[config.mk]
export PLATFORM = sky130hd
export DESIGN_NAME = mclr_regs
export DESIGN_NICKNAME = d
export VERILOG_FILES = /design/src/hdl/mclr_pkg.sv /design/src/hdl/mclr_log_bank.sv /design/src/hdl/mclr_regs.sv
export VERILOG_INCLUDE_DIRS = /design/src /design/src/hdl
export SDC_FILE = /design/constraint.sdc
export NUM_CORES = 1
export LEC_CHECK = 0
export BUFFER_PORTS_ARGS = -buffer_cell sky130_fd_sc_hd__buf_2
export CAP_MARGIN = 20
export CORE_MARGIN = 8
export CORE_UTILIZATION = 57
export DETAILED_ROUTE_END_ITERATION = 10
export PLACE_DENSITY = 0.85
export SYNTH_ARGS = -nofsm -noshare
export SYNTH_HDL_FRONTEND = slang
export SYNTH_SLANG_ARGS = --single-unit
[constraint.sdc]
create_clock -name i_mclk -period 2.83 [get_ports i_mclk]
set_clock_uncertainty 0.15 [all_clocks]
set_input_delay 0 -clock i_mclk [delete_from_list [all_inputs] [get_ports i_mclk]]
set_output_delay 0 -clock i_mclk [all_outputs]
set_load 0.02 [all_outputs]
[src/hdl/mclr_map.svh]
// Summary of operation
// - addressing clears alert when clear-enable set
// - control_b bits 6,2:1 read zero, unwritable
// - clear-on-read bit clears fault logs on read
// - stuck-bus timeout wakes shutdown when enabled
// - writing peak-hold bit resets min/max registers
// - writing reset bit restores all register defaults
// - enable bits 7:6 gate power alerts
// - enable bits 5:4 gate shunt-drop alerts
// - enable bits 3:2 gate supply-voltage alerts
// - enable bits 1:0 gate aux input alerts
// - log bits 7:6 record power over/under
// - log bits 5:4 record shunt-drop over/under
// - log bits 3:2 record supply over/under
// - log bits 1:0 record aux over/under
// - resolution bit: 1 is 8-bit, 0 12-bit
// - resolution bits 6:0 read zero, unwritable
//
`ifndef MCLR_MAP_SVH
`define MCLR_MAP_SVH

// register offsets
`define MCLR_OFS_CONTROL_B 8'h01
`define MCLR_OFS_IRQ_EN_CH1 8'h02
`define MCLR_OFS_LOG_CH1 8'h03
`define MCLR_OFS_ADC_RES 8'h04

// control_b field positions
`define MCLR_CB_ALERT_CLR 7
`define MCLR_CB_CLR_ON_RD 5
`define MCLR_CB_AUTO_WAKE 4
`define MCLR_CB_PEAK_RST 3
`define MCLR_CB_SOFT_RST 0

// writable masks, reserved bits stay zero
`define MCLR_CB_WMASK 8'hB8
`define MCLR_RES_WMASK 8'h80
`define MCLR_RES_BIT 7

// reset values
`define MCLR_CB_RESET 8'h00
`define MCLR_EN_RESET 8'h00
`define MCLR_LOG_RESET 8'h00
`define MCLR_RES_RESET 8'h00

`endif

[src/hdl/mclr_pkg.sv]
package mclr_pkg;
    // converter width selection
    typedef enum logic [0:0] {
        MCLR_RES_12B = 1'h0,
        MCLR_RES_8B = 1'h1
    } mclr_res_e;
    typedef logic [7:0] mclr_byte_t;
endpackage

[src/hdl/mclr_log_bank.sv]
`timescale 1ns/10ps
`include "mclr_map.svh"

module mclr_log_bank #(
    parameter int W = 8
) (
    input wire logic i_clk,
    input wire logic i_rst_n,
    input wire logic [W-1:0] i_set,
    input wire logic i_wr,
    input wire logic [W-1:0] i_wdata,
    input wire logic i_rd_clr,
    input wire logic i_soft_rst,
    output logic [W-1:0] o_log
);

    ////////////////////////////////////////////////////////////////////////
    // one sticky flag per fault condition
    genvar k;
    generate
        for (k = 0; k < W; k++) begin : g_bit
            logic bit_ff;
            logic nxt_bit;
            // set wins over any clear so no event is lost
            always_comb begin
                nxt_bit = bit_ff;
                if (i_soft_rst) begin
                    nxt_bit = 1'h0;
                end else if (i_wr) begin
                    nxt_bit = i_wdata[k];
                end else if (i_rd_clr) begin
                    nxt_bit = 1'h0;
                end
                nxt_bit = nxt_bit | i_set[k];
            end
            always_ff @(posedge i_clk or negedge i_rst_n) begin
                if (!i_rst_n) begin
                    bit_ff <= 1'h0;
                end else begin
                    bit_ff <= nxt_bit;
                end
            end
            assign o_log[k] = bit_ff;
        end
    endgenerate

    ////////////////////////////////////////////////////////////////////////
    // checks
    property p_log_sticky;
        @(posedge i_clk) disable iff (!i_rst_n)
        (!i_wr && !i_rd_clr && !i_soft_rst)
            |=> ((o_log & $past(o_log)) == $past(o_log));
    endproperty
    a_log_sticky: assert property (p_log_sticky)
        else $error("fault log bit dropped without a clear");

    property p_log_set;
        @(posedge i_clk) disable iff (!i_rst_n)
        (i_set != '0) |=> ((o_log & $past(i_set)) == $past(i_set));
    endproperty
    a_log_set: assert property (p_log_set)
        else $error("fault event not recorded in log");

endmodule // mclr_log_bank

[src/hdl/mclr_regs.sv]
`timescale 1ns/10ps
`include "mclr_map.svh"

module mclr_regs (
    input wire logic i_mclk,
    input wire logic i_rst_n,
    // register access from the serial engine
    input wire logic [7:0] i_reg_addr,
    input wire logic i_reg_wr,
    input wire logic [7:0] i_reg_wdata,
    input wire logic i_reg_rd,
    // bus and power state events
    input wire logic i_dev_addressed,
    input wire logic i_stuck_timeout,
    input wire logic i_in_shutdown,
    // channel-1 limit comparator events
    input wire logic i_pwr_over,
    input wire logic i_pwr_under,
    input wire logic i_shunt_over,
    input wire logic i_shunt_under,
    input wire logic i_volt_over,
    input wire logic i_volt_under,
    input wire logic i_aux_over,
    input wire logic i_aux_under,
    // outputs
    output logic [7:0] o_reg_rdata,
    output logic o_alert,
    output logic o_wake_req,
    output logic o_peak_reset,
    output logic o_reg_reset,
    output logic o_adc_8bit
);

    ////////////////////////////////////////////////////////////////////////
    // reset release through two flops
    logic rst_meta_ff;
    logic rst_sync_ff;
    logic rst_n;

    always_ff @(posedge i_mclk or negedge i_rst_n) begin
        if (!i_rst_n) begin
            rst_meta_ff <= 1'h0;
            rst_sync_ff <= 1'h0;
        end else begin
            rst_meta_ff <= 1'h1;
            rst_sync_ff <= rst_meta_ff;
        end
    end

    assign rst_n = rst_sync_ff;

    ////////////////////////////////////////////////////////////////////////
    // address decode
    logic wr_cb;
    logic wr_en;
    logic wr_log;
    logic wr_res;
    logic rd_log;
    logic soft_rst;

    assign wr_cb = i_reg_wr && (i_reg_addr == `MCLR_OFS_CONTROL_B);
    assign wr_en = i_reg_wr && (i_reg_addr == `MCLR_OFS_IRQ_EN_CH1);
    assign wr_log = i_reg_wr && (i_reg_addr == `MCLR_OFS_LOG_CH1);
    assign wr_res = i_reg_wr && (i_reg_addr == `MCLR_OFS_ADC_RES);
    assign rd_log = i_reg_rd && (i_reg_addr == `MCLR_OFS_LOG_CH1);

    // reset request wins over the rest of the written byte
    assign soft_rst = wr_cb && i_reg_wdata[`MCLR_CB_SOFT_RST];

    ////////////////////////////////////////////////////////////////////////
    // control_b, enable and resolution registers
    mclr_pkg::mclr_byte_t cb_ff;
    mclr_pkg::mclr_byte_t nxt_cb;
    mclr_pkg::mclr_byte_t en_ff;
    mclr_pkg::mclr_byte_t nxt_en;
    mclr_pkg::mclr_res_e res_ff;
    mclr_pkg::mclr_res_e nxt_res;

    // reserved bits are masked off, so they never hold a one
    always_comb begin
        nxt_cb = cb_ff;
        nxt_en = en_ff;
        nxt_res = res_ff;
        if (soft_rst) begin
            nxt_cb = `MCLR_CB_RESET;
            nxt_en = `MCLR_EN_RESET;
            nxt_res = mclr_pkg::mclr_res_e'(1'(`MCLR_RES_RESET >> `MCLR_RES_BIT));
        end else begin
            if (wr_cb) begin
                nxt_cb = i_reg_wdata & `MCLR_CB_WMASK;
            end
            if (wr_en) begin
                nxt_en = i_reg_wdata;
            end
            if (wr_res) begin
                nxt_res = mclr_pkg::mclr_res_e'(i_reg_wdata[`MCLR_RES_BIT]);
            end
        end
    end

    always_ff @(posedge i_mclk or negedge rst_n) begin
        if (!rst_n) begin
            cb_ff <= `MCLR_CB_RESET;
            en_ff <= `MCLR_EN_RESET;
            res_ff <= mclr_pkg::MCLR_RES_12B;
        end else begin
            cb_ff <= nxt_cb;
            en_ff <= nxt_en;
            res_ff <= nxt_res;
        end
    end

    ////////////////////////////////////////////////////////////////////////
    // channel-1 fault log
    logic [7:0] fault_set;
    logic [7:0] log_q;
    logic log_rd_clr;

    assign fault_set[7:6] = {i_pwr_over, i_pwr_under};
    assign fault_set[5:4] = {i_shunt_over, i_shunt_under};
    assign fault_set[3:2] = {i_volt_over, i_volt_under};
    assign fault_set[1:0] = {i_aux_over, i_aux_under};

    // read clears only while clear-on-read is enabled
    assign log_rd_clr = rd_log && cb_ff[`MCLR_CB_CLR_ON_RD];

    mclr_log_bank #(
        .W(8)
    ) u_log (
        .i_clk(i_mclk),
        .i_rst_n(rst_n),
        .i_set(fault_set),
        .i_wr(wr_log),
        .i_wdata(i_reg_wdata),
        .i_rd_clr(log_rd_clr),
        .i_soft_rst(soft_rst),
        .o_log(log_q)
    );

    ////////////////////////////////////////////////////////////////////////
    // alert: latched on a newly enabled fault, released by addressing with clear-enable set or once no enabled fault is logged
    logic [7:0] pend_vec;
    logic [7:0] pend_prev_ff;
    logic [7:0] nxt_pend_prev;
    logic pend_rise;
    logic addr_clr;
    logic alert_ff;
    logic nxt_alert;

    assign pend_vec[7:6] = log_q[7:6] & en_ff[7:6];
    assign pend_vec[5:4] = log_q[5:4] & en_ff[5:4];
    assign pend_vec[3:2] = log_q[3:2] & en_ff[3:2];
    assign pend_vec[1:0] = log_q[1:0] & en_ff[1:0];

    assign pend_rise = |(pend_vec & ~pend_prev_ff);
    assign addr_clr = i_dev_addressed && cb_ff[`MCLR_CB_ALERT_CLR];

    // a fresh fault wins over a release in the same cycle
    always_comb begin
        nxt_pend_prev = pend_vec;
        nxt_alert = alert_ff;
        if (addr_clr || (pend_vec == 8'h00)) begin
            nxt_alert = 1'h0;
        end
        if (pend_rise) begin
            nxt_alert = 1'h1;
        end
    end

    always_ff @(posedge i_mclk or negedge rst_n) begin
        if (!rst_n) begin
            pend_prev_ff <= 8'h00;
            alert_ff <= 1'h0;
        end else begin
            pend_prev_ff <= nxt_pend_prev;
            alert_ff <= nxt_alert;
        end
    end

    assign o_alert = alert_ff;

    ////////////////////////////////////////////////////////////////////////
    // one-cycle action pulses towards the rest of the device
    logic wake_ff;
    logic nxt_wake;
    logic peak_ff;
    logic nxt_peak;
    logic rrst_ff;
    logic nxt_rrst;

    // peak reset is suppressed when the same byte asks for a full reset
    always_comb begin
        nxt_wake = i_stuck_timeout && i_in_shutdown
            && cb_ff[`MCLR_CB_AUTO_WAKE];
        nxt_peak = wr_cb && !soft_rst
            && i_reg_wdata[`MCLR_CB_PEAK_RST];
        nxt_rrst = soft_rst;
    end

    always_ff @(posedge i_mclk or negedge rst_n) begin
        if (!rst_n) begin
            wake_ff <= 1'h0;
            peak_ff <= 1'h0;
            rrst_ff <= 1'h0;
        end else begin
            wake_ff <= nxt_wake;
            peak_ff <= nxt_peak;
            rrst_ff <= nxt_rrst;
        end
    end

    assign o_wake_req = wake_ff;
    assign o_peak_reset = peak_ff;
    assign o_reg_reset = rrst_ff;
    assign o_adc_8bit = (res_ff == mclr_pkg::MCLR_RES_8B);

    ////////////////////////////////////////////////////////////////////////
    // read data, held until the next read
    mclr_pkg::mclr_byte_t rdata_ff;
    mclr_pkg::mclr_byte_t nxt_rdata;

    // unmapped offsets answer zero
    always_comb begin
        nxt_rdata = rdata_ff;
        if (i_reg_rd) begin
            case (i_reg_addr)
                `MCLR_OFS_CONTROL_B: nxt_rdata = cb_ff & `MCLR_CB_WMASK;
                `MCLR_OFS_IRQ_EN_CH1: nxt_rdata = en_ff;
                `MCLR_OFS_LOG_CH1: nxt_rdata = log_q;
                `MCLR_OFS_ADC_RES: nxt_rdata = {res_ff, 7'h00};
                default: nxt_rdata = 8'h00;
            endcase
        end
    end

    always_ff @(posedge i_mclk or negedge rst_n) begin
        if (!rst_n) begin
            rdata_ff <= 8'h00;
        end else begin
            rdata_ff <= nxt_rdata;
        end
    end

    assign o_reg_rdata = rdata_ff;

    ////////////////////////////////////////////////////////////////////////
    // checks

    property p_alert_addr_clr;
        @(posedge i_mclk) disable iff (!rst_n)
        (alert_ff && addr_clr && !pend_rise) |=> !o_alert;
    endproperty
    a_alert_addr_clr: assert property (p_alert_addr_clr)
        else $error("alert not released on addressing");

    property p_alert_addr_keep;
        @(posedge i_mclk) disable iff (!rst_n)
        (alert_ff && i_dev_addressed && !cb_ff[`MCLR_CB_ALERT_CLR]
            && (pend_vec != 8'h00)) |=> o_alert;
    endproperty
    a_alert_addr_keep: assert property (p_alert_addr_keep)
        else $error("alert released with clear-enable off");

    property p_cb_rsvd;
        @(posedge i_mclk) disable iff (!rst_n)
        (i_reg_rd && (i_reg_addr == `MCLR_OFS_CONTROL_B))
            |=> ((o_reg_rdata & ~`MCLR_CB_WMASK) == 8'h00);
    endproperty
    a_cb_rsvd: assert property (p_cb_rsvd)
        else $error("reserved control bits read nonzero");

    property p_cor_clear;
        @(posedge i_mclk) disable iff (!rst_n)
        (rd_log && cb_ff[`MCLR_CB_CLR_ON_RD] && !i_reg_wr
            && (fault_set == 8'h00)) |=> (log_q == 8'h00);
    endproperty
    a_cor_clear: assert property (p_cor_clear)
        else $error("fault log not cleared on read");

    property p_cor_keep;
        @(posedge i_mclk) disable iff (!rst_n)
        (rd_log && !cb_ff[`MCLR_CB_CLR_ON_RD] && !i_reg_wr)
            |=> (log_q == ($past(log_q) | $past(fault_set)));
    endproperty
    a_cor_keep: assert property (p_cor_keep)
        else $error("fault log changed by plain read");

    property p_wake;
        @(posedge i_mclk) disable iff (!rst_n)
        (i_stuck_timeout && i_in_shutdown)
            |=> (o_wake_req == $past(cb_ff[`MCLR_CB_AUTO_WAKE]));
    endproperty
    a_wake: assert property (p_wake)
        else $error("wake request does not follow auto-wake bit");

    property p_peak;
        @(posedge i_mclk) disable iff (!rst_n)
        (wr_cb && i_reg_wdata[`MCLR_CB_PEAK_RST] && !soft_rst)
            |=> o_peak_reset ##1 (o_peak_reset == $past(nxt_peak));
    endproperty
    a_peak: assert property (p_peak)
        else $error("peak hold reset not pulsed");

    property p_soft_rst;
        @(posedge i_mclk) disable iff (!rst_n)
        soft_rst |=> (o_reg_reset && (cb_ff == `MCLR_CB_RESET)
            && (en_ff == `MCLR_EN_RESET) && !o_adc_8bit
            && ((log_q & ~$past(fault_set)) == 8'h00));
    endproperty
    a_soft_rst: assert property (p_soft_rst)
        else $error("register reset did not restore defaults");

    property p_res_write;
        @(posedge i_mclk) disable iff (!rst_n)
        (wr_res && !soft_rst) |=> (o_adc_8bit == $past(i_reg_wdata[7]));
    endproperty
    a_res_write: assert property (p_res_write)
        else $error("resolution output does not match write");

    property p_res_rsvd;
        @(posedge i_mclk) disable iff (!rst_n)
        (i_reg_rd && (i_reg_addr == `MCLR_OFS_ADC_RES))
            |=> ((o_reg_rdata[6:0] == 7'h00) && (o_reg_rdata[7] == $past(o_adc_8bit)));
    endproperty
    a_res_rsvd: assert property (p_res_rsvd)
        else $error("resolution reserved bits read nonzero");

    property p_alert_set;
        @(posedge i_mclk) disable iff (!rst_n)
        pend_rise |=> o_alert;
    endproperty
    a_alert_set: assert property (p_alert_set)
        else $error("alert missing for enabled fault");

    property p_alert_cause;
        @(posedge i_mclk) disable iff (!rst_n)
        (pend_vec == 8'h00) |=> !o_alert;
    endproperty
    a_alert_cause: assert property (p_alert_cause)
        else $error("alert without enabled fault");

    property p_enable_gate;
        @(posedge i_mclk) disable iff (!rst_n)
        ((fault_set & ~en_ff) != 8'h00) && (pend_vec == 8'h00) && !wr_en
            |=> !o_alert;
    endproperty
    a_enable_gate: assert property (p_enable_gate)
        else $error("disabled fault raised the alert");

    ////////////////////////////////////////////////////////////////////////
    // scenarios
    c_addr_release: cover property (@(posedge i_mclk) disable iff (!rst_n)
        alert_ff && addr_clr ##1 !o_alert);
    c_cor_read: cover property (@(posedge i_mclk) disable iff (!rst_n)
        log_rd_clr && (log_q != 8'h00));
    c_soft_reset: cover property (@(posedge i_mclk) disable iff (!rst_n)
        soft_rst ##1 o_reg_reset);
    c_wake: cover property (@(posedge i_mclk) disable iff (!rst_n)
        o_wake_req);

endmodule // mclr_regs

Yosys cells after proc, flatten, opt, wreduce, memory -nomap -nowiden
Index checks and enable logic that the tools add are counted.
{ "word_totals": {"reg_bits": 47, "inputBits": 31, "out_inout_bits": 13, "word_cells": 90} }
{ "op_classes": {"n_eq_ne": 4, "mux": 33, "bitwise": 14, "reduce_logical": 20} }
{ "op_table": {"columns": ["operator", "count"], "rows": [
  ["8-bit 2-to-1 mux", 4],
  ["8-bit case mux with 4 select lines", 1],
  ["1-bit 2-to-1 mux", 28],
  ["8-bit by 2-bit equality test with 1-bit output, second input constant", 2],
  ["1-bit logical AND", 12],
  ["2-bit bitwise AND", 4],
  ["8-bit bitwise AND", 1],
  ["8-bit by 1-bit equality test with 1-bit output, second input constant", 1],
  ["8-bit by 3-bit equality test with 1-bit output, second input constant", 1],
  ["8-bit logical NOT", 1],
  ["8-bit inverter", 1],
  ["1-bit OR", 8],
  ["2-bit nonzero test", 4],
  ["8-bit OR reduction", 1],
  ["1-bit logical NOT", 1],
  ["1-bit logical OR", 1]
]} }

Depth between registers and ports, before layout
Gate-level depths: netlist (run 1).
{ "logic_depth": {"ltp_word": 7, "depth_mapped": 5, "ltp_nobuf": 4} }

By module
A second synthesis (run 1) with hierarchy kept.
{ "hier_totals": {"cells_unflattened": 192, "hier_area_um2": 2037.0} }
{ "modules_own_cells": {"columns": ["module", "n_inst", "cells_per_inst", "area_each_um2", "seq_area_each_um2"], "rows": [
  ["mclr_regs", 1, 156, 1586.5, 875.8],
  ["mclr_log_bank", 1, 36, 450.4, 200.2]
]} }

Worst setup path before layout (run 1)
Ideal clock, no wire load.
{ "synth_path": {"path_kind": "reg2reg", "start": "register cb_ff[5]", "end": "register u_log.g_bit[0].bit_ff", "setup_ps": 126, "t_arrival_ps": 1201, "t_required_ps": 2554, "setup_slack_ps": 1353, "path_stages_with_launch": 5, "n_path_buf": 1, "synth_period_minus_slack_ps": 1477, "cell_sequence": "dfrtp_1 > a21oi_1 > or3_1 > buf_2 > a221o_1"} }
{ "synth_via": {"elab_chain_cells": 5} }
{ "synth_lines": {"columns": ["item", "line_no", "source"], "rows": [
  ["from (decl)", "mclr_regs.sv:72", "mclr_pkg::mclr_byte_t cb_ff;"],
  ["from (signal assigned)", "mclr_regs.sv:103", "cb_ff <= `MCLR_CB_RESET;"],
  ["from (signal assigned)", "mclr_regs.sv:107", "cb_ff <= nxt_cb;"],
  ["1-bit logical AND", "mclr_regs.sv:125", "assign log_rd_clr = rd_log && cb_ff[`MCLR_CB_CLR_ON_RD];"],
  ["1-bit 2-to-1 mux", "mclr_log_bank.sv:31", "end else if (i_rd_clr) begin"],
  ["1-bit 2-to-1 mux", "mclr_log_bank.sv:29", "end else if (i_wr) begin"],
  ["1-bit 2-to-1 mux", "mclr_log_bank.sv:27", "if (i_soft_rst) begin"],
  ["1-bit OR", "mclr_log_bank.sv:34", "nxt_bit = nxt_bit | i_set[k];"],
  ["via u_log.g_bit[0].nxt_bit", "mclr_log_bank.sv:23", "logic nxt_bit;"],
  ["to (signal assigned)", "mclr_log_bank.sv:40", "bit_ff <= nxt_bit;"],
  ["to (decl)", "mclr_log_bank.sv:22", "logic bit_ff;"]
]} }
The timed path passes the listed nets, and every way through them passes these cells.
A chain may end at the register's enable or synchronous reset.

Worst setup path after layout (run 1)
{ "layout_path": {"start": "input port i_reg_addr[2]", "end": "register rrst_ff, in the netlist o_reg_reset"} }
{ "layout_via": {"elab_chain_cells": 3} }
{ "layout_lines": {"columns": ["item", "line_no", "source"], "rows": [
  ["from (decl)", "mclr_regs.sv:8", "input wire logic [7:0] i_reg_addr,"],
  ["8-bit by 1-bit equality test with 1-bit output", null, null],
  ["1-bit logical AND", "mclr_regs.sv:61", "assign wr_cb = i_reg_wr && (i_reg_addr == `MCLR_OFS_CONTROL_B);"],
  ["1-bit logical AND", "mclr_regs.sv:68", "assign soft_rst = wr_cb && i_reg_wdata[`MCLR_CB_SOFT_RST];"],
  ["via nxt_rrst", "mclr_regs.sv:189", "logic nxt_rrst;"],
  ["to (signal assigned)", "mclr_regs.sv:208", "rrst_ff <= nxt_rrst;"],
  ["to (decl)", "mclr_regs.sv:188", "logic rrst_ff;"]
]} }
The timed path passes the listed nets, and every way through them passes these cells.

==> impl_metrics.env, run 1 <==
export IMPL_syn_nets=208
export IMPL_io_buffers=43
export IMPL_post_route_cell_area_sq_um=2780
export IMPL_synth_flop_cell="dfrtp_1"
export IMPL_fin_util=0.846
export IMPL_worstSkewPairLatency_ps=360
export IMPL_synth_distinct_cells=32
export IMPL_drtIter0Drc=115
export IMPL_cts_buffers=5
export IMPL_synth_edf_count=0
export IMPL_post_drt_via_cell_ratio=5.74
export IMPL_post_cts_buffers=0
export IMPL_multi_input_area_sq_um=768
export IMPL_clockBufferDepth=2
export IMPL_yosys_top_cells_area="dfrtp_1, mux2i_1, a221o_1"
export IMPL_grt_ovfl_total=0
export IMPL_area_delta_synth_final_pct=43.8
export IMPL_total_power_mw=1.38
export IMPL_crit_family="buffers and inverters"
export IMPL_max_stage_delay_ps=620
export IMPL_seq_area_sq_um=1080
export IMPL_nets=302
export IMPL_period_minus_slack_ps=2640
export IMPL_async_flop_share=1.00
export IMPL_hold_depth=3
export IMPL_wire_per_inst_um=19.0
export IMPL_tightest_slew_ps=838
export IMPL_yosysTopAreaCellShare=0.557
export IMPL_dieArea_sq_um=5510
export IMPL_critPathLaunchType="input port"
export IMPL_max_cap_viol_count=0
export IMPL_rsz0062_at_grt="no"
export IMPL_netlist_instances=177
export IMPL_syn_area_sq_um=1930
export IMPL_fp_dieH_um=74.2
export IMPL_path_buf_inv=4
export IMPL_diodes=0
export IMPL_fmax_ghz=0.379
export IMPL_path_max_fanout=9
export IMPL_placed_area_sq_um=2190
export IMPL_root_buffer="clkbuf_4"
export IMPL_power_leakage_nw=1.36
export IMPL_crit_type="in -> reg"
export IMPL_hold_path_endpoint="o_peak_reset$_DFF_PN0_"
export IMPL_r2r_cells=4
export IMPL_hp_start="i_reg_wr"
export IMPL_yosysMostFrequentCell="dfrtp_1"
export IMPL_ff2ff_setup_slack_ps=590
export IMPL_outcome="finished clean"
export IMPL_ir_worst_vdd_v=0.000375
export IMPL_timing_setup_tns_ps=0
export IMPL_fp_dieW_um=74.2
export IMPL_drive_gt1_frac=0.202
export IMPL_ant_nets=0
export IMPL_gp_congestion=0.815
export IMPL_ys_ff_latch=43
export IMPL_first_pass_iters=4
export IMPL_yosysWarnings=0
export IMPL_cp_arrival_ps=2790
export IMPL_track_usage=0.240
export IMPL_cts_tree="built"
export IMPL_dp_hpwl_um=3520
export IMPL_clk_pin_slew_worst_paths_ps=120
export IMPL_synth_top_cells_by_count="dfrtp_1, inv_1, nand2_1"
export IMPL_crit_required_ps=2980
export IMPL_path_cells="dlygate4sd3_1 > buf_2 > nor3_2 > nand3_2 > dlygate4sd3_1 > nor3b_1 > dlygate4sd3_1 > and2_1"
export IMPL_clock_sinks=43
export IMPL_hold_path_class="in -> reg"
export IMPL_start_util=0.589
export IMPL_worst_hold_slack_ps=30.2
export IMPL_setup_violations=0
export IMPL_yosys_area_top_type="dfrtp_1"
export IMPL_regToRegEndpoint="u_log.g_bit[6].bit_ff$_DFF_PN0_"
export IMPL_cp_end_kind="flip-flop"
export IMPL_slew_headroom=0.441
export IMPL_finalMaxSlewViolations=0
export IMPL_vias=1824
export IMPL_grt_pass1_vias=2098
export IMPL_grt_antenna_before_repair=0
export IMPL_cpMostUsedCell="dlygate4sd3_1"
export IMPL_row_count=21
export IMPL_h_tree_depth=2
export IMPL_grt_pass1_wl_um=9940
export IMPL_period_share=0.932
export IMPL_worstReg2RegStart="cb_ff[5]$_DFFE_PN0P_"
export IMPL_io_pin_count=44
export IMPL_post_cts_resized=0
export IMPL_hold_violations=0
export IMPL_avgSynthCellArea_sq_um=10.9
export IMPL_cp_slowest_cell="dlygate4sd3_1"
export IMPL_drc_errors=0
export IMPL_grt_max_degree=42
export IMPL_ys_seq_area_frac=0.557
export IMPL_totalWireLength_um=6040
export IMPL_coreArea_sq_um=3280
export IMPL_powerDensity_nw_per_um2=495
export IMPL_fillers=174
==> where the power goes <==
group / total (mW) / internal (mW) / switching (mW)
Combinational: 0.221 / 0.106 / 0.115
Sequential: 0.674 / 0.650 / 0.0241
Clock: 0.480 / 0.276 / 0.205
==> state kept, by name (all words and copies together) (netlist names) <==
name                flops
en_ff                   8
o_reg_rdata             8
pend_prev_ff            8
u_log.g_bit.bit_ff      8
cb_ff                   4
o_adc_8bit              1
o_alert                 1
o_peak_reset            1
o_reg_reset             1
o_wake_req              1
rst_meta_ff             1
rst_n                   1
==> area by class of cell <==
cell class | count | area share
sequential | 43 | 0.387
clock inverter | 2 | 0.0216
clock buffer | 6 | 0.0149
inverter | 17 | 0.0230
timing repair buffer | 93 | 0.257
multi-input combinational | 111 | 0.276
tap | 46 | 0.0207
==> placed cells by master (no fill, tap or decap), types with 3 or more instances in the layout <==
master / netlist / routed
nand4_1: 4 / 4
dfrtp_1: 43 / 43
nand3b_1: 3 / 3
clkbuf_4: 0 / 5
dlygate4sd3_1: 0 / 49
o21ai_0: 5 / 5
a221o_1: 8 / 8
o22ai_1: 12 / 12
inv_1: 17 / 17
a21oi_1: 7 / 7
nor2_1: 7 / 7
buf_2: 2 / 43
mux2i_1: 15 / 15
nand2_1: 16 / 16
nand2b_1: 4 / 4
o2bb2ai_1: 8 / 8
==> repair_timing <==
action                                  in CTS  in global routing
endpoints found under the setup margin       0                  0
hold buffers                                49                  0
endpoints found under the hold margin       35                  0
==> worst max path at each step <==
stage / end / slack [ps] / from / cells after the start
after floorplan: u_log.g_bit[0].bit_ff$_DFF_PN0_ / 1350 / cb_ff[5]$_DFFE_PN0P_ / 4
after global placement: u_log.g_bit[6].bit_ff$_DFF_PN0_ / 1130 / i_reg_addr[5] / 5
after detailed placement: u_log.g_bit[5].bit_ff$_DFF_PN0_ / 1070 / i_reg_addr[5] / 5
after CTS: o_reg_reset$_DFF_PN0_ / 260 / i_reg_addr[5] / 8
after global routing: o_reg_reset$_DFF_PN0_ / 120 / i_reg_addr[2] / 8
final: o_reg_reset$_DFF_PN0_ / 190 / i_reg_addr[2] / 8
==> through the flow <==
stage | instances | setup WS [ps]
2_1_floorplan | 177 | 1350
3_3_place_gp | 261 | 1130
3_5_place_dp | 261 | 1070
4_1_cts | 318 | 261
5_1_grt | 318 | 117
6_report | 318 | 193
==> tightest hold or removal path, cell delays in order <==
cell     delay [ps]
buf_2           150
nor3b_1         180
and3b_1         180
==> cells by family (layout without fill, tap and decap cells) <==
family,after synthesis,after routing,share of synthesized area
AOI/OAI and AO/OA,45,45,0.168
buffers and inverters,23,118,0.0460
DFF,43,43,0.557
muxes,16,16,0.0835
other,1,1,0.00194
and+or+nand+nor,49,49,0.144
==> per-layer routing <==
layer	vias to the layer above	track usage	wire, um
li1	830	-	-
met1	901	0.252	2340
met2	76	0.432	3190
met3	17	0.0593	310
met4	0	0.126	195
met5	-	0	0
Note: power is estimated with default switching activity, not from simulation.
==> inputs of run 2 (changes only) <==
Settings changed: RECOVER_POWER from default to 25.
==> impl_metrics.env, run 2 (same netlist as run 1, synthesis figures left out) <==
export IMPL_fp_dieW_um=74.2
export IMPL_grt_pass1_wl_um=9940
export IMPL_swShare=0.250
export IMPL_fin_ws_ps=193
export IMPL_placed_area_sq_um=2190
export IMPL_wire_per_inst_um=19.0
export IMPL_dieArea_sq_um=5510
export IMPL_crit_required_ps=2980
export IMPL_grt_max_degree=42
export IMPL_diodes=0
export IMPL_first_pass_iters=4
export IMPL_seqPwrFrac=0.490
export IMPL_hold_path_class="in -> reg"
export IMPL_dp_hpwl_um=3520
export IMPL_io_buffers=43
export IMPL_coreArea_sq_um=3280
export IMPL_wl_met3_um=310
export IMPL_period_share=0.932
export IMPL_fin_util=0.846
export IMPL_ir_worst_vdd_v=0.000375
export IMPL_setup_violations=0
export IMPL_met2_length_um=3190
export IMPL_layout_commonest_cell="dlygate4sd3_1"
export IMPL_power_leakage_nw=1.36
export IMPL_outcome="finished clean"
export IMPL_wl_met1_um=2340
export IMPL_nets=302
export IMPL_totalWireLength_um=6030
export IMPL_post_route_cell_area_sq_um=2780
export IMPL_finalMaxSlewViolations=0
export IMPL_cpMostUsedCell="dlygate4sd3_1"
export IMPL_row_count=21
export IMPL_mostFrequentLayoutCells="dlygate4sd3_1, dfrtp_1, buf_2"
export IMPL_pre_cts_slack_ps=1070
export IMPL_powerDensity_nw_per_um2=495
export IMPL_vias=1824
export IMPL_worstSkewPairLatency_ps=360
export IMPL_drc_errors=0
export IMPL_clockBufferDepth=2
export IMPL_clk_pin_slew_worst_paths_ps=120
export IMPL_io_pin_count=44
export IMPL_p_switching_mw=0.344
export IMPL_hold_violations=0
export IMPL_period_minus_slack_ps=2640
export IMPL_clock_sinks=43
export IMPL_grt_ovfl_total=0
export IMPL_cp_end_kind="flip-flop"
export IMPL_pwr_share_comb=0.160
export IMPL_total_power_mw=1.38
export IMPL_dp_cells=261
export IMPL_path_cells="dlygate4sd3_1 > buf_2 > nor3_2 > nand3_2 > dlygate4sd3_1 > nor3b_1 > dlygate4sd3_1 > and2_1"
export IMPL_ant_nets=0
export IMPL_timing_setup_tns_ps=0
export IMPL_tightest_slew_ps=1010
export IMPL_max_cap_viol_count=0
export IMPL_layout_cells_non_filler=318
export IMPL_worst_hold_slack_ps=30.2
export IMPL_crit_type="in -> reg"
export IMPL_drive_gt1_frac=0.202
export IMPL_cts_tree="built"
export IMPL_track_usage=0.240
export IMPL_root_buffer="clkbuf_4"
export IMPL_drtIter0Drc=115
export IMPL_grt_pass1_vias=2098
export IMPL_fmax_ghz=0.379
export IMPL_max_stage_delay_ps=620
export IMPL_h_tree_depth=2
export IMPL_start_util=0.589
export IMPL_cp_slowest_cell="dlygate4sd3_1"
export IMPL_p_int_mw=1.03
export IMPL_clockPowerShare=0.349
export IMPL_path_max_fanout=9
export IMPL_critPathLaunchType="input port"
export IMPL_cts_buffers=5
export IMPL_gp_congestion=0.815
export IMPL_cp_arrival_ps=2790
export IMPL_grt_antenna_before_repair=0
export IMPL_fp_dieH_um=74.2
export IMPL_post_drt_via_cell_ratio=5.74
export IMPL_top_layer="met4"
export IMPL_ff2ff_setup_slack_ps=590
export IMPL_rsz0062_at_grt="no"
export IMPL_area_delta_synth_final_pct=43.7
export IMPL_slew_headroom=0.324
-- run 2: what timing repair did --
item / CTS / global route
hold buffers: 49 / 0
resized for setup: 0 / 0
setup endpoints to repair: 0 / 0
buffers inserted: 0 / 0
hold endpoints to repair: 35 / 0
-- run 2: power groups by stage --
stage          logic (mW)  clock network (mW)  registers [mW]
2_1_floorplan      0.0938                   0           0.697
3_3_place_gp        0.167                   0           0.684
3_5_place_dp        0.173                   0           0.686
4_1_cts             0.214               0.483           0.674
5_1_grt             0.245               0.508           0.679
6_report            0.220               0.480           0.674
-- run 2: worst paths after layout --
kind	end	cells past startpoint	startpoint
setup / recovery	o_reg_reset$_DFF_PN0_	8	i_reg_addr[2]
hold / removal	o_peak_reset$_DFF_PN0_	3	i_reg_wr
setup reg to reg	u_log.g_bit[6].bit_ff$_DFF_PN0_	4	cb_ff[5]$_DFFE_PN0P_
hold reg to reg	rst_n$_DFF_PN0_	0	rst_meta_ff$_DFF_PN0_
max in group asynchronous	o_wake_req$_DFF_PN0_	1	rst_n$_DFF_PN0_
min in group asynchronous	rst_meta_ff$_DFF_PN0_	3	i_rst_n
-- run 2: layout make-up --
class                           count  area, sq um
Fill cell                         175          507
Clock buffer                        6         41.3
Clock inverter                      2         60.1
Timing Repair Buffer               93          711
Inverter                           17         63.8
Tap cell                           46         57.6
Sequential cell                    43         1080
Multi-Input combinational cell    111          768
-- run 2: critical path: cells and delay by family --
family                 cells  cell delay [ps]
buffers and inverters      4             1950
AND/OR/NAND/NOR            4              840
-- run 2: per-layer routing --
layer  vias up  global-route usage
met5         -                   0
met4         0               0.126
met1       901               0.252
met3        17              0.0593
met2        76               0.432
li1        830                   -
==> inputs of run 3 (changes only) <==
Settings changed: CORE_MARGIN 8 to default.
==> impl_metrics.env, run 3 (same netlist as run 1, synthesis figures left out) <==
export IMPL_rsz0062_at_grt="no"
export IMPL_ant_nets=0
export IMPL_grt_pass1_wl_um=9200
export IMPL_root_buffer="clkbuf_4"
export IMPL_wire_per_inst_um=18.2
export IMPL_coreArea_sq_um=3130
export IMPL_max_cap_viol_count=0
export IMPL_total_power_mw=1.30
export IMPL_grt_ovfl_total=0
export IMPL_hold_path_endpoint="cb_ff[7]$_DFFE_PN0P_"
export IMPL_grt_max_degree=42
export IMPL_powerDensity_nw_per_um2=478
export IMPL_timing_setup_tns_ps=0
export IMPL_drc_errors=0
export IMPL_track_usage=0.364
export IMPL_row_count=20
export IMPL_hold_path_class="in -> reg"
export IMPL_totalWireLength_um=5700
export IMPL_start_util=0.618
export IMPL_placed_area_sq_um=2190
export IMPL_power_leakage_nw=1.34
export IMPL_r2r_cells=4
export IMPL_ff2ff_setup_slack_ps=580
export IMPL_mostFrequentLayoutCells="dlygate4sd3_1, dfrtp_1, buf_2"
export IMPL_first_pass_iters=5
export IMPL_path_max_fanout=3
export IMPL_fp_dieW_um=60.2
export IMPL_dp_hpwl_um=3180
export IMPL_cts_tree="built"
export IMPL_drtIter0Drc=172
export IMPL_period_share=0.897
export IMPL_h_tree_depth=2
export IMPL_post_route_cell_area_sq_um=2730
export IMPL_post_drt_via_cell_ratio=5.98
export IMPL_grt_antenna_before_repair=0
export IMPL_clockBufferDepth=2
export IMPL_diodes=0
export IMPL_ir_worst_vdd_v=0.000406
export IMPL_hp_start="i_reg_addr[4]"
export IMPL_setup_violations=0
export IMPL_grt_pass1_vias=1927
export IMPL_layout_commonest_cell="dlygate4sd3_1"
export IMPL_gp_congestion=0.838
export IMPL_cp_arrival_ps=2710
export IMPL_io_buffers=43
export IMPL_post_cts_buffers=0
export IMPL_cp_end_kind="flip-flop"
export IMPL_dieArea_sq_um=3630
export IMPL_crit_type="in -> reg"
export IMPL_hold_violations=0
export IMPL_io_pin_count=44
export IMPL_period_minus_slack_ps=2540
export IMPL_area_delta_synth_final_pct=41.0
export IMPL_finalMaxSlewViolations=0
export IMPL_crit_required_ps=3000
export IMPL_critPathLaunchType="input port"
export IMPL_slew_headroom=0.338
export IMPL_worstSkewPairLatency_ps=380
export IMPL_vias=1871
export IMPL_clock_sinks=43
export IMPL_nets=299
export IMPL_cts_buffers=5
export IMPL_tightest_slew_ps=993
export IMPL_drive_gt1_frac=0.208
export IMPL_worstReg2RegStart="cb_ff[5]$_DFFE_PN0P_"
export IMPL_fp_dieH_um=60.2
export IMPL_regToRegEndpoint="u_log.g_bit[2].bit_ff$_DFF_PN0_"
export IMPL_fmax_ghz=0.394
export IMPL_hold_depth=4
export IMPL_clk_pin_slew_worst_paths_ps=130
export IMPL_outcome="finished clean"
==> run 3: cell types whose count changed in the layout (fill, tap and decap cells not counted) <==
| cell | previous run | this run |
|---|---|---|
| clkbuf_1 | 1 | 0 |
| dlygate4sd3_1 | 49 | 46 |
| bufinv_16 | 2 | 1 |
| clkinv_2 | 0 | 1 |
| clkinv_4 | 0 | 1 |
==> run 3: worst max-delay path by stage <==
stage | startpoint | endpoint | depth (start not counted)
finish | i_reg_addr[6] | o_peak_reset$_DFF_PN0_ | 8
global route | i_reg_addr[6] | o_reg_reset$_DFF_PN0_ | 8
CTS | i_reg_addr[6] | o_peak_reset$_DFF_PN0_ | 8
detailed placement | i_reg_addr[5] | u_log.g_bit[0].bit_ff$_DFF_PN0_ | 5
global placement | i_reg_addr[5] | u_log.g_bit[3].bit_ff$_DFF_PN0_ | 5
floorplan | cb_ff[5]$_DFFE_PN0P_ | u_log.g_bit[0].bit_ff$_DFF_PN0_ | 4
==> run 3: metal layers <==
layer | global-route usage | share of wire | wire (um)
met3 | 0.108 | 0.084 | 481
met2 | 0.584 | 0.49 | 2820
met1 | 0.458 | 0.39 | 2210
met4 | 0.143 | 0.033 | 186
met5 | 0 | 0 | 0
==> run 3: worst max-delay path, stage by stage <==
cell	delay, ps
dlygate4sd3_1	540
buf_2	130
nor3_2	270
nand3_2	120
dlygate4sd3_1	580
nor3b_1	310
and3b_1	200
dlygate4sd3_1	540
==> run 3: stage by stage <==
stage,worst slack (ps),utilization,std cells,hold slack (ps)
finish,293,0.871,313,43.6
global route,173,0.871,313,72.8
CTS,342,0.872,313,36.9
detailed placement,1060,0.699,259,-360
global placement,1140,0.699,259,-365
floorplan,1350,-,177,-446
==> run 3: report_power, final <==
group	internal (mW)	switching (mW)	leakage [nW]
Clock	0.186	0.217	0.0452
Sequential	0.650	0.0267	0.545
Combinational	0.103	0.120	0.746
==> run 3: timing repair <==
action | in CTS | in global routing
gates resized for setup | 0 | 0
endpoints found under the hold margin | 35 | 0
endpoints found under the setup margin | 0 | 0
hold buffers | 46 | 0
==> run 3: final cells by class <==
class	instances	area [sq um]
timing repair buffer	90	681
tap	44	55.1
sequential	43	1080
multi-input combinational	111	768
fill	144	403
clock inverter	3	43.8
clock buffer	5	37.5
inverter	17	63.8
